## config.mk

```make
export PLATFORM = sky130hd
export DESIGN_NAME = plpc_top
export DESIGN_NICKNAME = d
export VERILOG_FILES = /design/src/core/plpc_pkg.sv /design/src/core/plpc_top.sv
export SDC_FILE = /design/constraint.sdc
export NUM_CORES = 1
export LEC_CHECK = 0
export ABC_CLOCK_PERIOD_IN_PS = 3600
export BUFFER_PORTS_ARGS = -buffer_cell sky130_fd_sc_hd__buf_2
export CAP_MARGIN = 20
export CORE_MARGIN = 10
export CORE_UTILIZATION = 60
export CTS_CLUSTER_DIAMETER = 60
export CTS_CLUSTER_SIZE = 40
export DETAILED_ROUTE_END_ITERATION = 10
export PLACE_DENSITY = 0.86
export SETUP_SLACK_MARGIN = 0.05
export SYNTH_ARGS = -nofsm -noshare
export SYNTH_HDL_FRONTEND = slang
export SYNTH_SLANG_ARGS = --single-unit
```

## constraint.sdc

```tcl
create_clock -name sys_clk_i -period 3.6 [get_ports sys_clk_i]
set_clock_uncertainty 0.05 [all_clocks]
set_input_delay 0.36 -clock sys_clk_i [delete_from_list [all_inputs] [get_ports sys_clk_i]]
set_output_delay 0.36 -clock sys_clk_i [all_outputs]
set_load 0.01 [all_outputs]
```

## src/core/plpc_pkg.sv

```systemverilog
// constants for the indicator, loopback and power control block
package plpc_pkg;
  // register indexes; byte address is four times the index
  localparam logic [4:0] IDX_BASIC_CTRL = 5'h00;
  localparam logic [4:0] IDX_MS_CTRL = 5'h09;
  localparam logic [4:0] IDX_PORTAL_CTL = 5'h0D;
  localparam logic [4:0] IDX_PORTAL_DATA = 5'h0E;
  localparam logic [4:0] IDX_REMOTE_LOOP = 5'h11;
  localparam logic [4:0] IDX_CABLE_DIAG = 5'h12;
  localparam logic [4:0] IDX_CROSSOVER = 5'h1C;
  localparam logic [4:0] IDX_STATUS = 5'h15;
  // basic control fields
  localparam int BC_SRESET = 15;
  localparam int BC_LOCAL_LOOP = 14;
  localparam int BC_SPEED_MSB = 6;
  localparam int BC_SPEED_LSB = 13;
  localparam int BC_AN_EN = 12;
  localparam int BC_SLEEP = 11;
  localparam int BC_AN_RESTART = 9;
  localparam int BC_FULL_DUPLEX = 8;
  localparam logic [15:0] BC_RESET_VAL = 16'h1140;
  // other direct register fields
  localparam int MS_MANUAL = 12;
  localparam int MS_MASTER = 11;
  localparam logic [15:0] MS_RESET_VAL = 16'h0000;
  localparam int RL_ENABLE = 8;
  localparam int CD_START = 15;
  localparam int XO_AUTO = 6;
  localparam logic [15:0] XO_RESET_VAL = 16'h0040;
  // portal control: function in the top bits, device in the low bits
  localparam logic [1:0] PORTAL_FN_ADDR = 2'h0;
  localparam logic [4:0] EXT_DEV_VENDOR = 5'h1C;
  localparam logic [4:0] EXT_DEV_AN = 5'h07;
  localparam logic [15:0] EXT_REG_ENERGY_DETECT_SLEEP = 16'h0023;
  localparam logic [15:0] EXT_REG_TENTE = 16'h0004;
  localparam logic [15:0] EXT_REG_EEE_ADV = 16'h003C;
  localparam int EXT_ENERGY_DETECT_SLEEP_BIT = 0;
  localparam int EXT_TENTE_BIT = 10;
  localparam int EXT_EEE_1G_BIT = 2;
  localparam int EXT_EEE_100_BIT = 1;
  // speed codes, bit 6 then bit 13
  localparam logic [1:0] SPD_10 = 2'h0;
  localparam logic [1:0] SPD_100 = 2'h1;
  localparam logic [1:0] SPD_1000 = 2'h2;
  // mode strap codes
  localparam logic [3:0] STRAP_NAND = 4'h4;
  localparam logic [3:0] STRAP_SLEEP = 4'h7;
  // timing
  localparam int CLK_PERIOD_NS = 100;
  localparam int REFRESH_PERIOD_NS = 20000000;
  localparam int REFRESH_BURST_NS = 200000;
  localparam int WAKE_1G_NS = 16000;
  localparam int WAKE_100_NS = 30000;
  localparam int BLINK_HALF_NS = 50000000;
  localparam int REFRESH_PERIOD_CYC = REFRESH_PERIOD_NS / CLK_PERIOD_NS;
  localparam int REFRESH_BURST_CYC = (REFRESH_BURST_NS + CLK_PERIOD_NS - 1) / CLK_PERIOD_NS;
  localparam int WAKE_1G_CYC = WAKE_1G_NS / CLK_PERIOD_NS;
  localparam int WAKE_100_CYC = WAKE_100_NS / CLK_PERIOD_NS;
  localparam int BLINK_HALF_CYC = BLINK_HALF_NS / CLK_PERIOD_NS;
  localparam int CNT_W = 24;
endpackage

```

## src/core/plpc_top.sv

```systemverilog
// indicator, loopback and power control with an ahb-lite register slave
`timescale 1ns/1ps
module plpc_top #(
  parameter int REFRESH_PERIOD_CYC = plpc_pkg::REFRESH_PERIOD_CYC,
  parameter int BLINK_HALF_CYC = plpc_pkg::BLINK_HALF_CYC
) (
  input wire logic sys_clk_i, // 10 MHz clock
  input wire logic rst_n_i, // async reset, active low
  input wire logic hsel_i, // ahb select
  input wire logic [31:0] haddr_i, // ahb address
  input wire logic [1:0] htrans_i, // ahb transfer type
  input wire logic hwrite_i, // ahb write
  input wire logic [2:0] hsize_i, // ahb size
  input wire logic [31:0] hwdata_i, // ahb write data
  input wire logic hready_i, // ahb bus ready
  output logic hreadyout_o, // ahb slave ready
  output logic [31:0] hrdata_o, // ahb read data
  output logic hresp_o, // ahb response, always okay
  input wire logic [3:0] mode_strap_i, // mode straps
  input wire logic indicator_style_strap_i, // low selects tri-color
  input wire logic link_up_i, // line link state
  input wire logic [1:0] link_speed_i, // line speed code
  input wire logic link_full_duplex_i, // line duplex
  input wire logic rx_activity_i, // receive frame seen
  input wire logic tx_activity_i, // transmit frame seen
  input wire logic [7:0] mac_txd_i, // mac transmit data
  input wire logic mac_tx_en_i, // mac transmit enable
  input wire logic [7:0] line_rxd_i, // line receive data
  input wire logic line_rx_dv_i, // line receive valid
  input wire logic tx_lpi_req_i, // mac asks transmit idle
  input wire logic rx_lpi_req_i, // partner sends sleep code
  input wire logic [10:0] chain_pins_i, // txd0..3,gtx,txen,rxdv,rxclk,irq,mdc,mdio
  input wire logic indicator_a_pin_i, // pin level in
  input wire logic indicator_b_pin_i, // pin level in
  output logic indicator_a_pin_o, // pin drive, active low
  output logic indicator_a_pin_oe_n_o, // low while driving
  output logic indicator_b_pin_o, // pin drive, active low
  output logic indicator_b_pin_oe_n_o, // low while driving
  output logic refclk_chain_out_o, // chain result in nand mode
  output logic [7:0] mac_rxd_o, // to mac receive
  output logic mac_rx_dv_o, // to mac receive valid
  output logic [7:0] line_txd_o, // to line transmit
  output logic line_tx_en_o, // to line transmit enable
  output logic an_enable_o, // autonegotiation on
  output logic an_restart_o, // one-cycle restart pulse
  output logic [1:0] forced_speed_o, // forced speed code
  output logic full_duplex_o, // forced duplex
  output logic ms_manual_o, // manual master-slave
  output logic ms_master_o, // forced master
  output logic cable_diag_start_o, // one-cycle diagnostic start
  output logic energy_detect_sleep_o, // energy-detect power-down
  output logic soft_sleep_o, // software power-down
  output logic strap_sleep_o, // strap chip power-down
  output logic ten_te_o, // reduced amplitude 10M
  output logic [1:0] eee_active_o, // {1G,100M} eee in force
  output logic tx_lpi_o, // transmit in idle
  output logic rx_lpi_o, // receive in idle
  output logic refresh_o // refresh burst on line
);
  import plpc_pkg::*;

  localparam int WAKE_1G = WAKE_1G_CYC;

  typedef struct packed {
    logic ph; // data phase pending
    logic [4:0] idx;
    logic wr;
    logic rdy;
    logic [31:0] rdata;
    logic [15:0] bctl;
    logic [15:0] msctl;
    logic [15:0] pctl;
    logic [15:0] paddr;
    logic rloop;
    logic xo_auto;
    logic diag;
    logic energy_detect_sleep_en;
    logic tente;
    logic [1:0] eee_adv;
    logic [1:0] eee_act;
    logic strap_done;
    logic [3:0] mode;
    logic style;
    logic busy;
    logic phase;
    logic [CNT_W-1:0] bcnt;
    logic txl;
    logic rxl;
    logic [CNT_W-1:0] rcnt;
    logic refr;
    logic anr;
    logic sres;
    logic ia;
    logic ib;
    logic oe_n;
    logic chain;
    logic [7:0] mrxd;
    logic mrxdv;
    logic [7:0] ltxd;
    logic ltxen;
    logic eds;
  } plpc_state_t;

  plpc_state_t s_reg, s_next;

  logic normal;
  logic nand_mode;
  logic lloop;
  logic rloop_act;
  logic act_ev;
  logic [1:0] eee_spd;

  // strap decode and path qualifiers
  assign nand_mode = s_reg.strap_done && (s_reg.mode == STRAP_NAND);
  assign normal = s_reg.strap_done && !nand_mode && (s_reg.mode != STRAP_SLEEP)
    && !s_reg.bctl[BC_SLEEP];
  assign lloop = normal && s_reg.bctl[BC_LOCAL_LOOP] && s_reg.bctl[BC_FULL_DUPLEX]
    && !s_reg.bctl[BC_AN_EN];
  assign rloop_act = normal && s_reg.rloop && link_up_i && link_full_duplex_i
    && (link_speed_i == SPD_1000);
  assign act_ev = rx_activity_i || tx_activity_i;
  assign eee_spd = {link_speed_i == SPD_1000, link_speed_i == SPD_100};

  // nand tree over the chain pins in fixed order
  function automatic logic nand_tree(input logic b, input logic a, input logic [10:0] p);
    logic c;
    c = ~(b & a);
    for (int i = 0; i < 11; i++) begin
      c = ~(c & p[i]);
    end
    return c;
  endfunction

  // readback of the extended register selected through the portal
  function automatic logic [15:0] ext_read(input plpc_state_t st);
    logic [15:0] v;
    v = 16'h0000;
    if (st.pctl[4:0] == EXT_DEV_VENDOR && st.paddr == EXT_REG_ENERGY_DETECT_SLEEP) begin
      v[EXT_ENERGY_DETECT_SLEEP_BIT] = st.energy_detect_sleep_en;
    end else if (st.pctl[4:0] == EXT_DEV_VENDOR && st.paddr == EXT_REG_TENTE) begin
      v[EXT_TENTE_BIT] = st.tente;
    end else if (st.pctl[4:0] == EXT_DEV_AN && st.paddr == EXT_REG_EEE_ADV) begin
      v[EXT_EEE_1G_BIT] = st.eee_adv[1];
      v[EXT_EEE_100_BIT] = st.eee_adv[0];
    end
    return v;
  endfunction

  // whole next-state computation
  always_comb begin
    logic [15:0] wd;
    logic [15:0] rv;
    logic on_a;
    logic on_b;
    logic blink;
    wd = hwdata_i[15:0];
    rv = 16'h0000;
    on_a = 1'b0;
    on_b = 1'b0;
    blink = 1'b0;
    s_next = s_reg;
    s_next.anr = 1'b0;
    s_next.diag = 1'b0;
    s_next.sres = 1'b0;
    // straps are caught on the first edge after reset release
    if (!s_reg.strap_done) begin
      s_next.strap_done = 1'b1;
      s_next.mode = mode_strap_i;
      s_next.style = indicator_style_strap_i;
    end
    // ahb address phase; every transfer gets one wait state
    if (!s_reg.ph && hsel_i && htrans_i[1] && hready_i) begin
      s_next.ph = 1'b1;
      s_next.idx = haddr_i[6:2];
      s_next.wr = hwrite_i;
      s_next.rdy = 1'b0;
    end else if (s_reg.ph) begin
      s_next.ph = 1'b0;
      s_next.rdy = 1'b1;
      if (s_reg.wr) begin
        case (s_reg.idx)
          IDX_BASIC_CTRL: begin
            s_next.bctl = wd;
            s_next.bctl[BC_SRESET] = 1'b0;
            s_next.bctl[BC_AN_RESTART] = 1'b0;
            s_next.anr = wd[BC_AN_RESTART];
            s_next.sres = wd[BC_SRESET];
          end
          IDX_MS_CTRL: s_next.msctl = wd;
          IDX_PORTAL_CTL: s_next.pctl = wd;
          IDX_PORTAL_DATA: begin
            if (s_reg.pctl[15:14] == PORTAL_FN_ADDR) begin
              s_next.paddr = wd;
            end else if (s_reg.pctl[4:0] == EXT_DEV_VENDOR && s_reg.paddr == EXT_REG_ENERGY_DETECT_SLEEP) begin
              s_next.energy_detect_sleep_en = wd[EXT_ENERGY_DETECT_SLEEP_BIT];
            end else if (s_reg.pctl[4:0] == EXT_DEV_VENDOR
                && s_reg.paddr == EXT_REG_TENTE) begin
              s_next.tente = wd[EXT_TENTE_BIT];
            end else if (s_reg.pctl[4:0] == EXT_DEV_AN && s_reg.paddr == EXT_REG_EEE_ADV) begin
              s_next.eee_adv = {wd[EXT_EEE_1G_BIT], wd[EXT_EEE_100_BIT]};
            end
          end
          IDX_REMOTE_LOOP: s_next.rloop = wd[RL_ENABLE];
          IDX_CABLE_DIAG: s_next.diag = wd[CD_START] && !s_reg.xo_auto;
          IDX_CROSSOVER: s_next.xo_auto = wd[XO_AUTO];
          default: ;
        endcase
      end
      case (s_reg.idx)
        IDX_BASIC_CTRL: rv = s_reg.bctl;
        IDX_MS_CTRL: rv = s_reg.msctl;
        IDX_PORTAL_CTL: rv = s_reg.pctl;
        IDX_PORTAL_DATA: rv = (s_reg.pctl[15:14] == PORTAL_FN_ADDR) ? s_reg.paddr
          : ext_read(s_reg);
        IDX_REMOTE_LOOP: rv = {7'h00, s_reg.rloop, 8'h00};
        IDX_CROSSOVER: rv = {9'h000, s_reg.xo_auto, 6'h00};
        IDX_STATUS: rv = {4'h0, s_reg.mode, s_reg.style, s_reg.eds, soft_sleep_o,
          strap_sleep_o, s_reg.refr, s_reg.rxl, s_reg.txl, link_up_i};
        default: rv = 16'h0000;
      endcase
      s_next.rdata = {16'h0000, rv};
    end
    // software reset returns registers to defaults, straps kept
    if (s_reg.sres) begin
      s_next.bctl = BC_RESET_VAL;
      s_next.msctl = MS_RESET_VAL;
      s_next.pctl = 16'h0000;
      s_next.paddr = 16'h0000;
      s_next.rloop = 1'b0;
      s_next.xo_auto = XO_RESET_VAL[XO_AUTO];
      s_next.energy_detect_sleep_en = 1'b0;
      s_next.tente = 1'b0;
      s_next.eee_adv = 2'h0;
      s_next.eee_act = 2'h0;
    end
    // advertised eee abilities only take hold on restart
    if (s_reg.anr) begin
      s_next.eee_act = s_reg.eee_adv;
    end
    s_next.eds = normal && s_reg.energy_detect_sleep_en && s_reg.bctl[BC_AN_EN] && !link_up_i;
    // activity blink, restarted by every frame
    if (act_ev && normal) begin
      s_next.busy = 1'b1;
      s_next.phase = 1'b1;
      s_next.bcnt = CNT_W'(BLINK_HALF_CYC - 1);
    end else if (s_reg.busy) begin
      if (s_reg.bcnt == '0) begin
        s_next.phase = !s_reg.phase;
        s_next.busy = !s_reg.phase;
        s_next.bcnt = CNT_W'(BLINK_HALF_CYC - 1);
      end else begin
        s_next.bcnt = s_reg.bcnt - 1'b1;
      end
    end
    // indicator encoding; a pin is low while its light is on
    blink = s_reg.busy && s_reg.phase;
    on_a = 1'b0;
    on_b = 1'b0;
    if (normal && link_up_i) begin
      if (!s_reg.style) begin
        on_b = (link_speed_i != SPD_100) && !blink;
        on_a = (link_speed_i != SPD_1000) && !blink;
      end else begin
        on_b = 1'b1;
        on_a = s_reg.busy && !s_reg.phase;
      end
    end
    s_next.ia = !on_a;
    s_next.ib = !on_b;
    // nand mode turns indicator pins into chain inputs
    // keep pins released until the straps are known, so nand boards never see a drive glitch
    s_next.oe_n = s_reg.strap_done ? nand_mode : s_reg.oe_n;
    s_next.chain = nand_mode ? nand_tree(indicator_b_pin_i, indicator_a_pin_i, chain_pins_i)
      : 1'b0;
    // per-direction idle state; leaves in the cycle after the request drops
    s_next.txl = normal && link_up_i && |(s_reg.eee_act & eee_spd) && tx_lpi_req_i;
    s_next.rxl = normal && link_up_i && |(s_reg.eee_act & eee_spd) && rx_lpi_req_i;
    // refresh burst at the start of each period while transmit idles
    if (s_reg.txl) begin
      s_next.rcnt = (s_reg.rcnt == CNT_W'(REFRESH_PERIOD_CYC - 1)) ? '0 : s_reg.rcnt + 1'b1;
      s_next.refr = (s_next.rcnt < CNT_W'(REFRESH_BURST_CYC));
    end else begin
      s_next.rcnt = '0;
      s_next.refr = 1'b0;
    end
    // data paths; loops steal the path, sleep silences it
    if (!normal) begin
      s_next.mrxd = 8'h00;
      s_next.mrxdv = 1'b0;
      s_next.ltxd = 8'h00;
      s_next.ltxen = 1'b0;
    end else if (lloop) begin
      s_next.mrxd = mac_txd_i;
      s_next.mrxdv = mac_tx_en_i;
      s_next.ltxd = 8'h00;
      s_next.ltxen = 1'b0;
    end else if (rloop_act) begin
      s_next.mrxd = 8'h00;
      s_next.mrxdv = 1'b0;
      s_next.ltxd = line_rxd_i;
      s_next.ltxen = line_rx_dv_i;
    end else begin
      s_next.mrxd = line_rxd_i;
      s_next.mrxdv = line_rx_dv_i;
      s_next.ltxd = mac_txd_i;
      s_next.ltxen = mac_tx_en_i;
    end
  end

  // single state register
  always_ff @(posedge sys_clk_i or negedge rst_n_i) begin
    if (!rst_n_i) begin
      s_reg <= '0;
      s_reg.rdy <= 1'b1;
      s_reg.bctl <= BC_RESET_VAL;
      s_reg.msctl <= MS_RESET_VAL;
      s_reg.xo_auto <= XO_RESET_VAL[XO_AUTO];
      s_reg.ia <= 1'b1;
      s_reg.ib <= 1'b1;
      s_reg.oe_n <= 1'b1;
    end else begin
      s_reg <= s_next;
    end
  end

  // outputs straight from state
  assign hreadyout_o = s_reg.rdy;
  assign hrdata_o = s_reg.rdata;
  assign hresp_o = 1'b0;
  assign indicator_a_pin_o = s_reg.ia;
  assign indicator_b_pin_o = s_reg.ib;
  assign indicator_a_pin_oe_n_o = s_reg.oe_n;
  assign indicator_b_pin_oe_n_o = s_reg.oe_n;
  assign refclk_chain_out_o = s_reg.chain;
  assign mac_rxd_o = s_reg.mrxd;
  assign mac_rx_dv_o = s_reg.mrxdv;
  assign line_txd_o = s_reg.ltxd;
  assign line_tx_en_o = s_reg.ltxen;
  assign an_enable_o = s_reg.bctl[BC_AN_EN];
  assign an_restart_o = s_reg.anr;
  assign forced_speed_o = {s_reg.bctl[BC_SPEED_MSB], s_reg.bctl[BC_SPEED_LSB]};
  assign full_duplex_o = s_reg.bctl[BC_FULL_DUPLEX];
  assign ms_manual_o = s_reg.msctl[MS_MANUAL];
  assign ms_master_o = s_reg.msctl[MS_MASTER];
  assign cable_diag_start_o = s_reg.diag;
  assign energy_detect_sleep_o = s_reg.eds;
  assign soft_sleep_o = s_reg.bctl[BC_SLEEP];
  assign strap_sleep_o = s_reg.strap_done && (s_reg.mode == STRAP_SLEEP);
  assign ten_te_o = s_reg.tente;
  assign eee_active_o = s_reg.eee_act;
  assign tx_lpi_o = s_reg.txl;
  assign rx_lpi_o = s_reg.rxl;
  assign refresh_o = s_reg.refr;
endmodule

```

==> tab_implementation.tex <==
\begin{tabular}{lr}
\hline
Metric & Value \\
\hline
\multicolumn{2}{l}{\textbf{Cells and area}} \\
\quad Layout cells sized above 1 & between 10\% and 20\% \\
\quad Filler Cell Count & roughly 1100 \\
\quad Count of placed standard cells in the final layout, fillers left out & 1276 \\
\quad Largest register FFs & 124 \\
\quad FF+latch area & 4490 µm² \\
\quad Most frequent standard cell in the layout excluding fill and tap cells & nand2\_1 \\
\quad Number of nets in the layout & 1194 \\
\quad Area occupied by multi-input gates & 4030 µm² \\
\quad P\&R area growth vs syn & 11.8\% \\
\quad Most used cells in the layout excluding fill and tap cells & nand2\_1 (185), dfrtp\_1 (170), buf\_2 (126) \\
\multicolumn{2}{l}{\textbf{Hold path}} \\
\quad Worst hold-check path type & input port to asynchronous set/reset pin \\
\multicolumn{2}{l}{\textbf{Floorplanning}} \\
\quad Num rows & 45 \\
\quad Die span in x & 144 µm \\
\quad Die Footprint & 20600 µm² \\
\quad I/O pin count & 192 \\
\quad Effective utilization at floorplan & 60.7\% \\
\quad Vert. Die Dim & between 100 and 150 µm \\
\quad Standard cell core area & 15100 µm² \\
\multicolumn{2}{l}{\textbf{Outcome}} \\
\quad Result of the run & complete, but fails checks \\
\quad Violated checks & hold timing \\
\multicolumn{2}{l}{\textbf{Timing}} \\
\quad Final Hold Violating Endpoints & 64 \\
\quad Number of max-slew violations in the final report & 0 \\
\quad Setup-failing EPs final & 0 \\
\quad Transition at the pin with the smallest max-transition slack & 865 ps \\
\quad Part of the cycle the worst path needs & $\sim$75\% \\
\quad Fmax & roughly 370 MHz \\
\quad Max-Slew Margin vs Limit & 41.9\% \\
\quad Final Critical Period & $\sim$2700 ps \\
\quad Setup TNS & 0 ps \\
\quad Hold slack & -48.1 ps \\
\quad Unrepaired setup endpoints after global routing & no \\
\multicolumn{2}{l}{\textbf{Global route}} \\
\quad Largest net degree at the start of global routing & 97 \\
\quad Via count of the first global-routing pass & 7500 \\
\quad Number of antenna violations at the first check in global routing & 1 \\
\quad Wire length of the first global-routing pass & 39000 µm \\
\quad GR Util All Layers & 23.8\% \\
\quad Overflow after GRT & 0 \\
\quad Met1 usage in global routing & a little under a third \\
\quad Global routing usage on met3 & 5.64\% \\
\quad Met2 Use GR & 38.0\% \\
\quad Most utilized layer in the global route result & met2 \\
\multicolumn{2}{l}{\textbf{Power and ir drop}} \\
\quad Cell leakage power & $\sim$4.7 nW \\
\quad Combinational share of power & between 20\% and 30\% \\
\quad Sequential group share of total power & 47.1\% \\
\quad Part of the power in the clock network & 32.5\% \\
\quad Worst ir drop on vdd & 0.385 mV \\
\quad Total power divided by cell area & 573 nW/µm² \\
\quad Internal cell power & 4.04 mW \\
\quad Switching power share of the total & a little under a third \\
\quad Net switching component of the power & 1.83 mW \\
\multicolumn{2}{l}{\textbf{CTS}} \\
\quad Number of setup buffers added after CTS & 0 \\
\quad Root buffer cell & clkbuf\_16 \\
\quad Number of instances resized during post-cts repair & 0 \\
\quad Maximum buffer depth of the clock tree & 2 \\
\quad CTS tree & done \\
\quad CTS H-tree lvls & 4 \\
\quad Clock Latency Late Sink & 440 ps \\
\quad Clock-pin slew reported for the worst setup and hold paths after clock tree synthesis & 60 ps \\
\quad CTS Buf Count & 17 \\
\quad Number of buffers inserted by hold repair at cts & 0 \\
\quad \# clock sinks & 179 \\
\multicolumn{2}{l}{\textbf{Yosys}} \\
\quad Avg Inst Size Synth & 9.14 µm² \\
\quad Post-Synthesis Cells & 1003 \\
\quad Largest area contributor in the synthesized netlist & dfrtp\_1 \\
\quad Part of the Yosys area used for sequential elements & 49.0\% \\
\quad Synth warnings & 0 \\
\quad Number of synthesized register bits & 179 \\
\quad Flip-flop cell with the highest count after synthesis & dfrtp\_1 \\
\quad Netlist area before placement & 9160 µm² \\
\quad Share of synthesized registers carrying an async set or reset & 100\% \\
\quad Netlist cell types & 68 \\
\quad EDFF count, synth & 0 \\
\quad Top cells by area, synth & dfrtp\_1 (47\%), nand2\_1 (7.6\%), a21oi\_1 (4.5\%) \\
\quad Yosys top cell area share & 46.7\% \\
\multicolumn{2}{l}{\textbf{Setup path}} \\
\quad CP max stage delay & 600 ps \\
\quad Arrival time reported for the critical path endpoint & about 3000 ps \\
\quad Path type of the worst setup path & register to register \\
\quad Worst endpoint required time & 3840 ps \\
\quad Critical path capture point type & register \\
\quad Largest delay contributor family on the critical path & simple AND/OR/NAND/NOR gates \\
\quad Critical Path Fanout Max & 15 \\
\quad Worst path slowest cell & or4\_1 \\
\quad Critical-path cell list & ha\_1 -> and3\_1 -> nand3\_1 -> or4\_1 -> nand2\_1 -> nor2\_1 \\
\quad Sort of element at the start of the critical path & register \\
\quad Crit path buf inv count & 0 \\
\multicolumn{2}{l}{\textbf{Flow run}} \\
\quad Max capacitance violation total & 0 \\
\multicolumn{2}{l}{\textbf{Routing}} \\
\quad Post-route DRC & 0 \\
\quad Final antenna-violating net count & 0 \\
\quad 1st-iter DRT viols & $\sim$1000 \\
\quad Via count of the routed design & about 7900 \\
\quad Final WL & 24700 µm \\
\quad Routed len/inst & $\sim$19 µm \\
\quad Vias per inst & around 6 \\
\quad First-pass iteration count of the detailed router & 8 \\
\multicolumn{2}{l}{\textbf{Placement}} \\
\quad HPWL Detailed & 17300 µm \\
\quad Weighted congestion reported at the end of routability-driven placement & 0.936 \\
\quad Number of placed instances, taps included & between 1000 and 1500 \\
\quad Number of port buffers & 127 \\
\hline
\end{tabular}
worst reg2reg max path: cells and delay by family (launching register included):
kind	cells	cell delay, ps
adders and majority gates	1	310
and+or+nand+nor	5	1760
DFF	1	450
final timing paths:
kind	slack, ps	end	cells past startpoint	start
max in group asynchronous	2570	forced_speed_o[1]	2	rst_n_i
worst max register to register	890	s_reg[31]	6	s_reg[26]
worst min register to register	430	s_reg[75]	1	s_reg[75]
worst min-delay path	-50	refclk_chain_out_o	1	rst_n_i
min in group sys_clk_i	60	refclk_chain_out_o	2	chain_pins_i[8]
worst max-delay path	890	s_reg[31]	6	s_reg[26]
kinds of logic after synthesis:
group | synth area share (%)
simple gates | 22.7
compound gates | 13.9
flops | 49.0
buf+inv | 7.82
xor+xnor | 3.15
mux | 3.02
fa+ha+maj | 0.273
other cells | 0.0820
cells in the mapped netlist, drive strengths merged, types with 4 or more instances:
cell / count
a21boi: 4
a21oi: 83
a221oi: 5
a222oi: 7
a22o: 18
a22oi: 12
a31oi: 9
and2: 10
and3: 10
buf: 62
clkbuf: 45
dfrtp: 171
dfstp: 8
inv: 26
mux2: 13
mux2i: 13
nand2: 186
nand3: 42
nand3b: 4
nand4: 17
nor2: 67
nor2b: 13
nor3: 25
nor3b: 5
nor4: 12
o21ai: 26
o22ai: 17
or3: 4
or4: 8
xnor2: 14
xor2: 19
power by group through the flow:
| stage | Combinational, mW | Clock (mW) | Sequential (mW) |
|---|---|---|---|
| finish | 1.20 | 1.91 | 2.77 |
| global route | 1.33 | 2.01 | 2.81 |
| global placement | 1.13 | 0 | 2.76 |
| CTS | 1.19 | 1.92 | 2.75 |
| floorplan | 0.901 | 0 | 2.67 |
| detailed placement | 1.17 | 0 | 2.78 |
cell type report:
cell class                 count  area share [%]
timing repair buffer         143            7.56
sequential                   179            43.8
antenna                        1          0.0244
clock inverter                12            1.51
tap                          188            2.30
inverter                      27           0.989
clock buffer                  20            4.46
multi-input combinational    706            39.3
through the flow:
step	setup slack [ps]	util (%)	cell area [µm²]	power (mW)	hold slack, ps
2_1_floorplan	1270	-	9220	3.57	14.4
3_5_place_dp	958	63.8	9630	3.96	416
4_1_cts	909	67.9	10200	5.86	1.42
6_report	885	67.9	10200	5.87	-48.1
3_3_place_gp	1010	63.8	9630	3.90	407
5_1_grt	683	67.9	10200	6.15	29.9
layer usage:
metal / share of wire, % / up-vias
met5: 0.053 / -
met4: 2.4 / 2
met3: 9.7 / 60
met2: 48 / 407
met1: 40 / 3798
li1: - / 3591
Power figures use the tool's default switching activity.
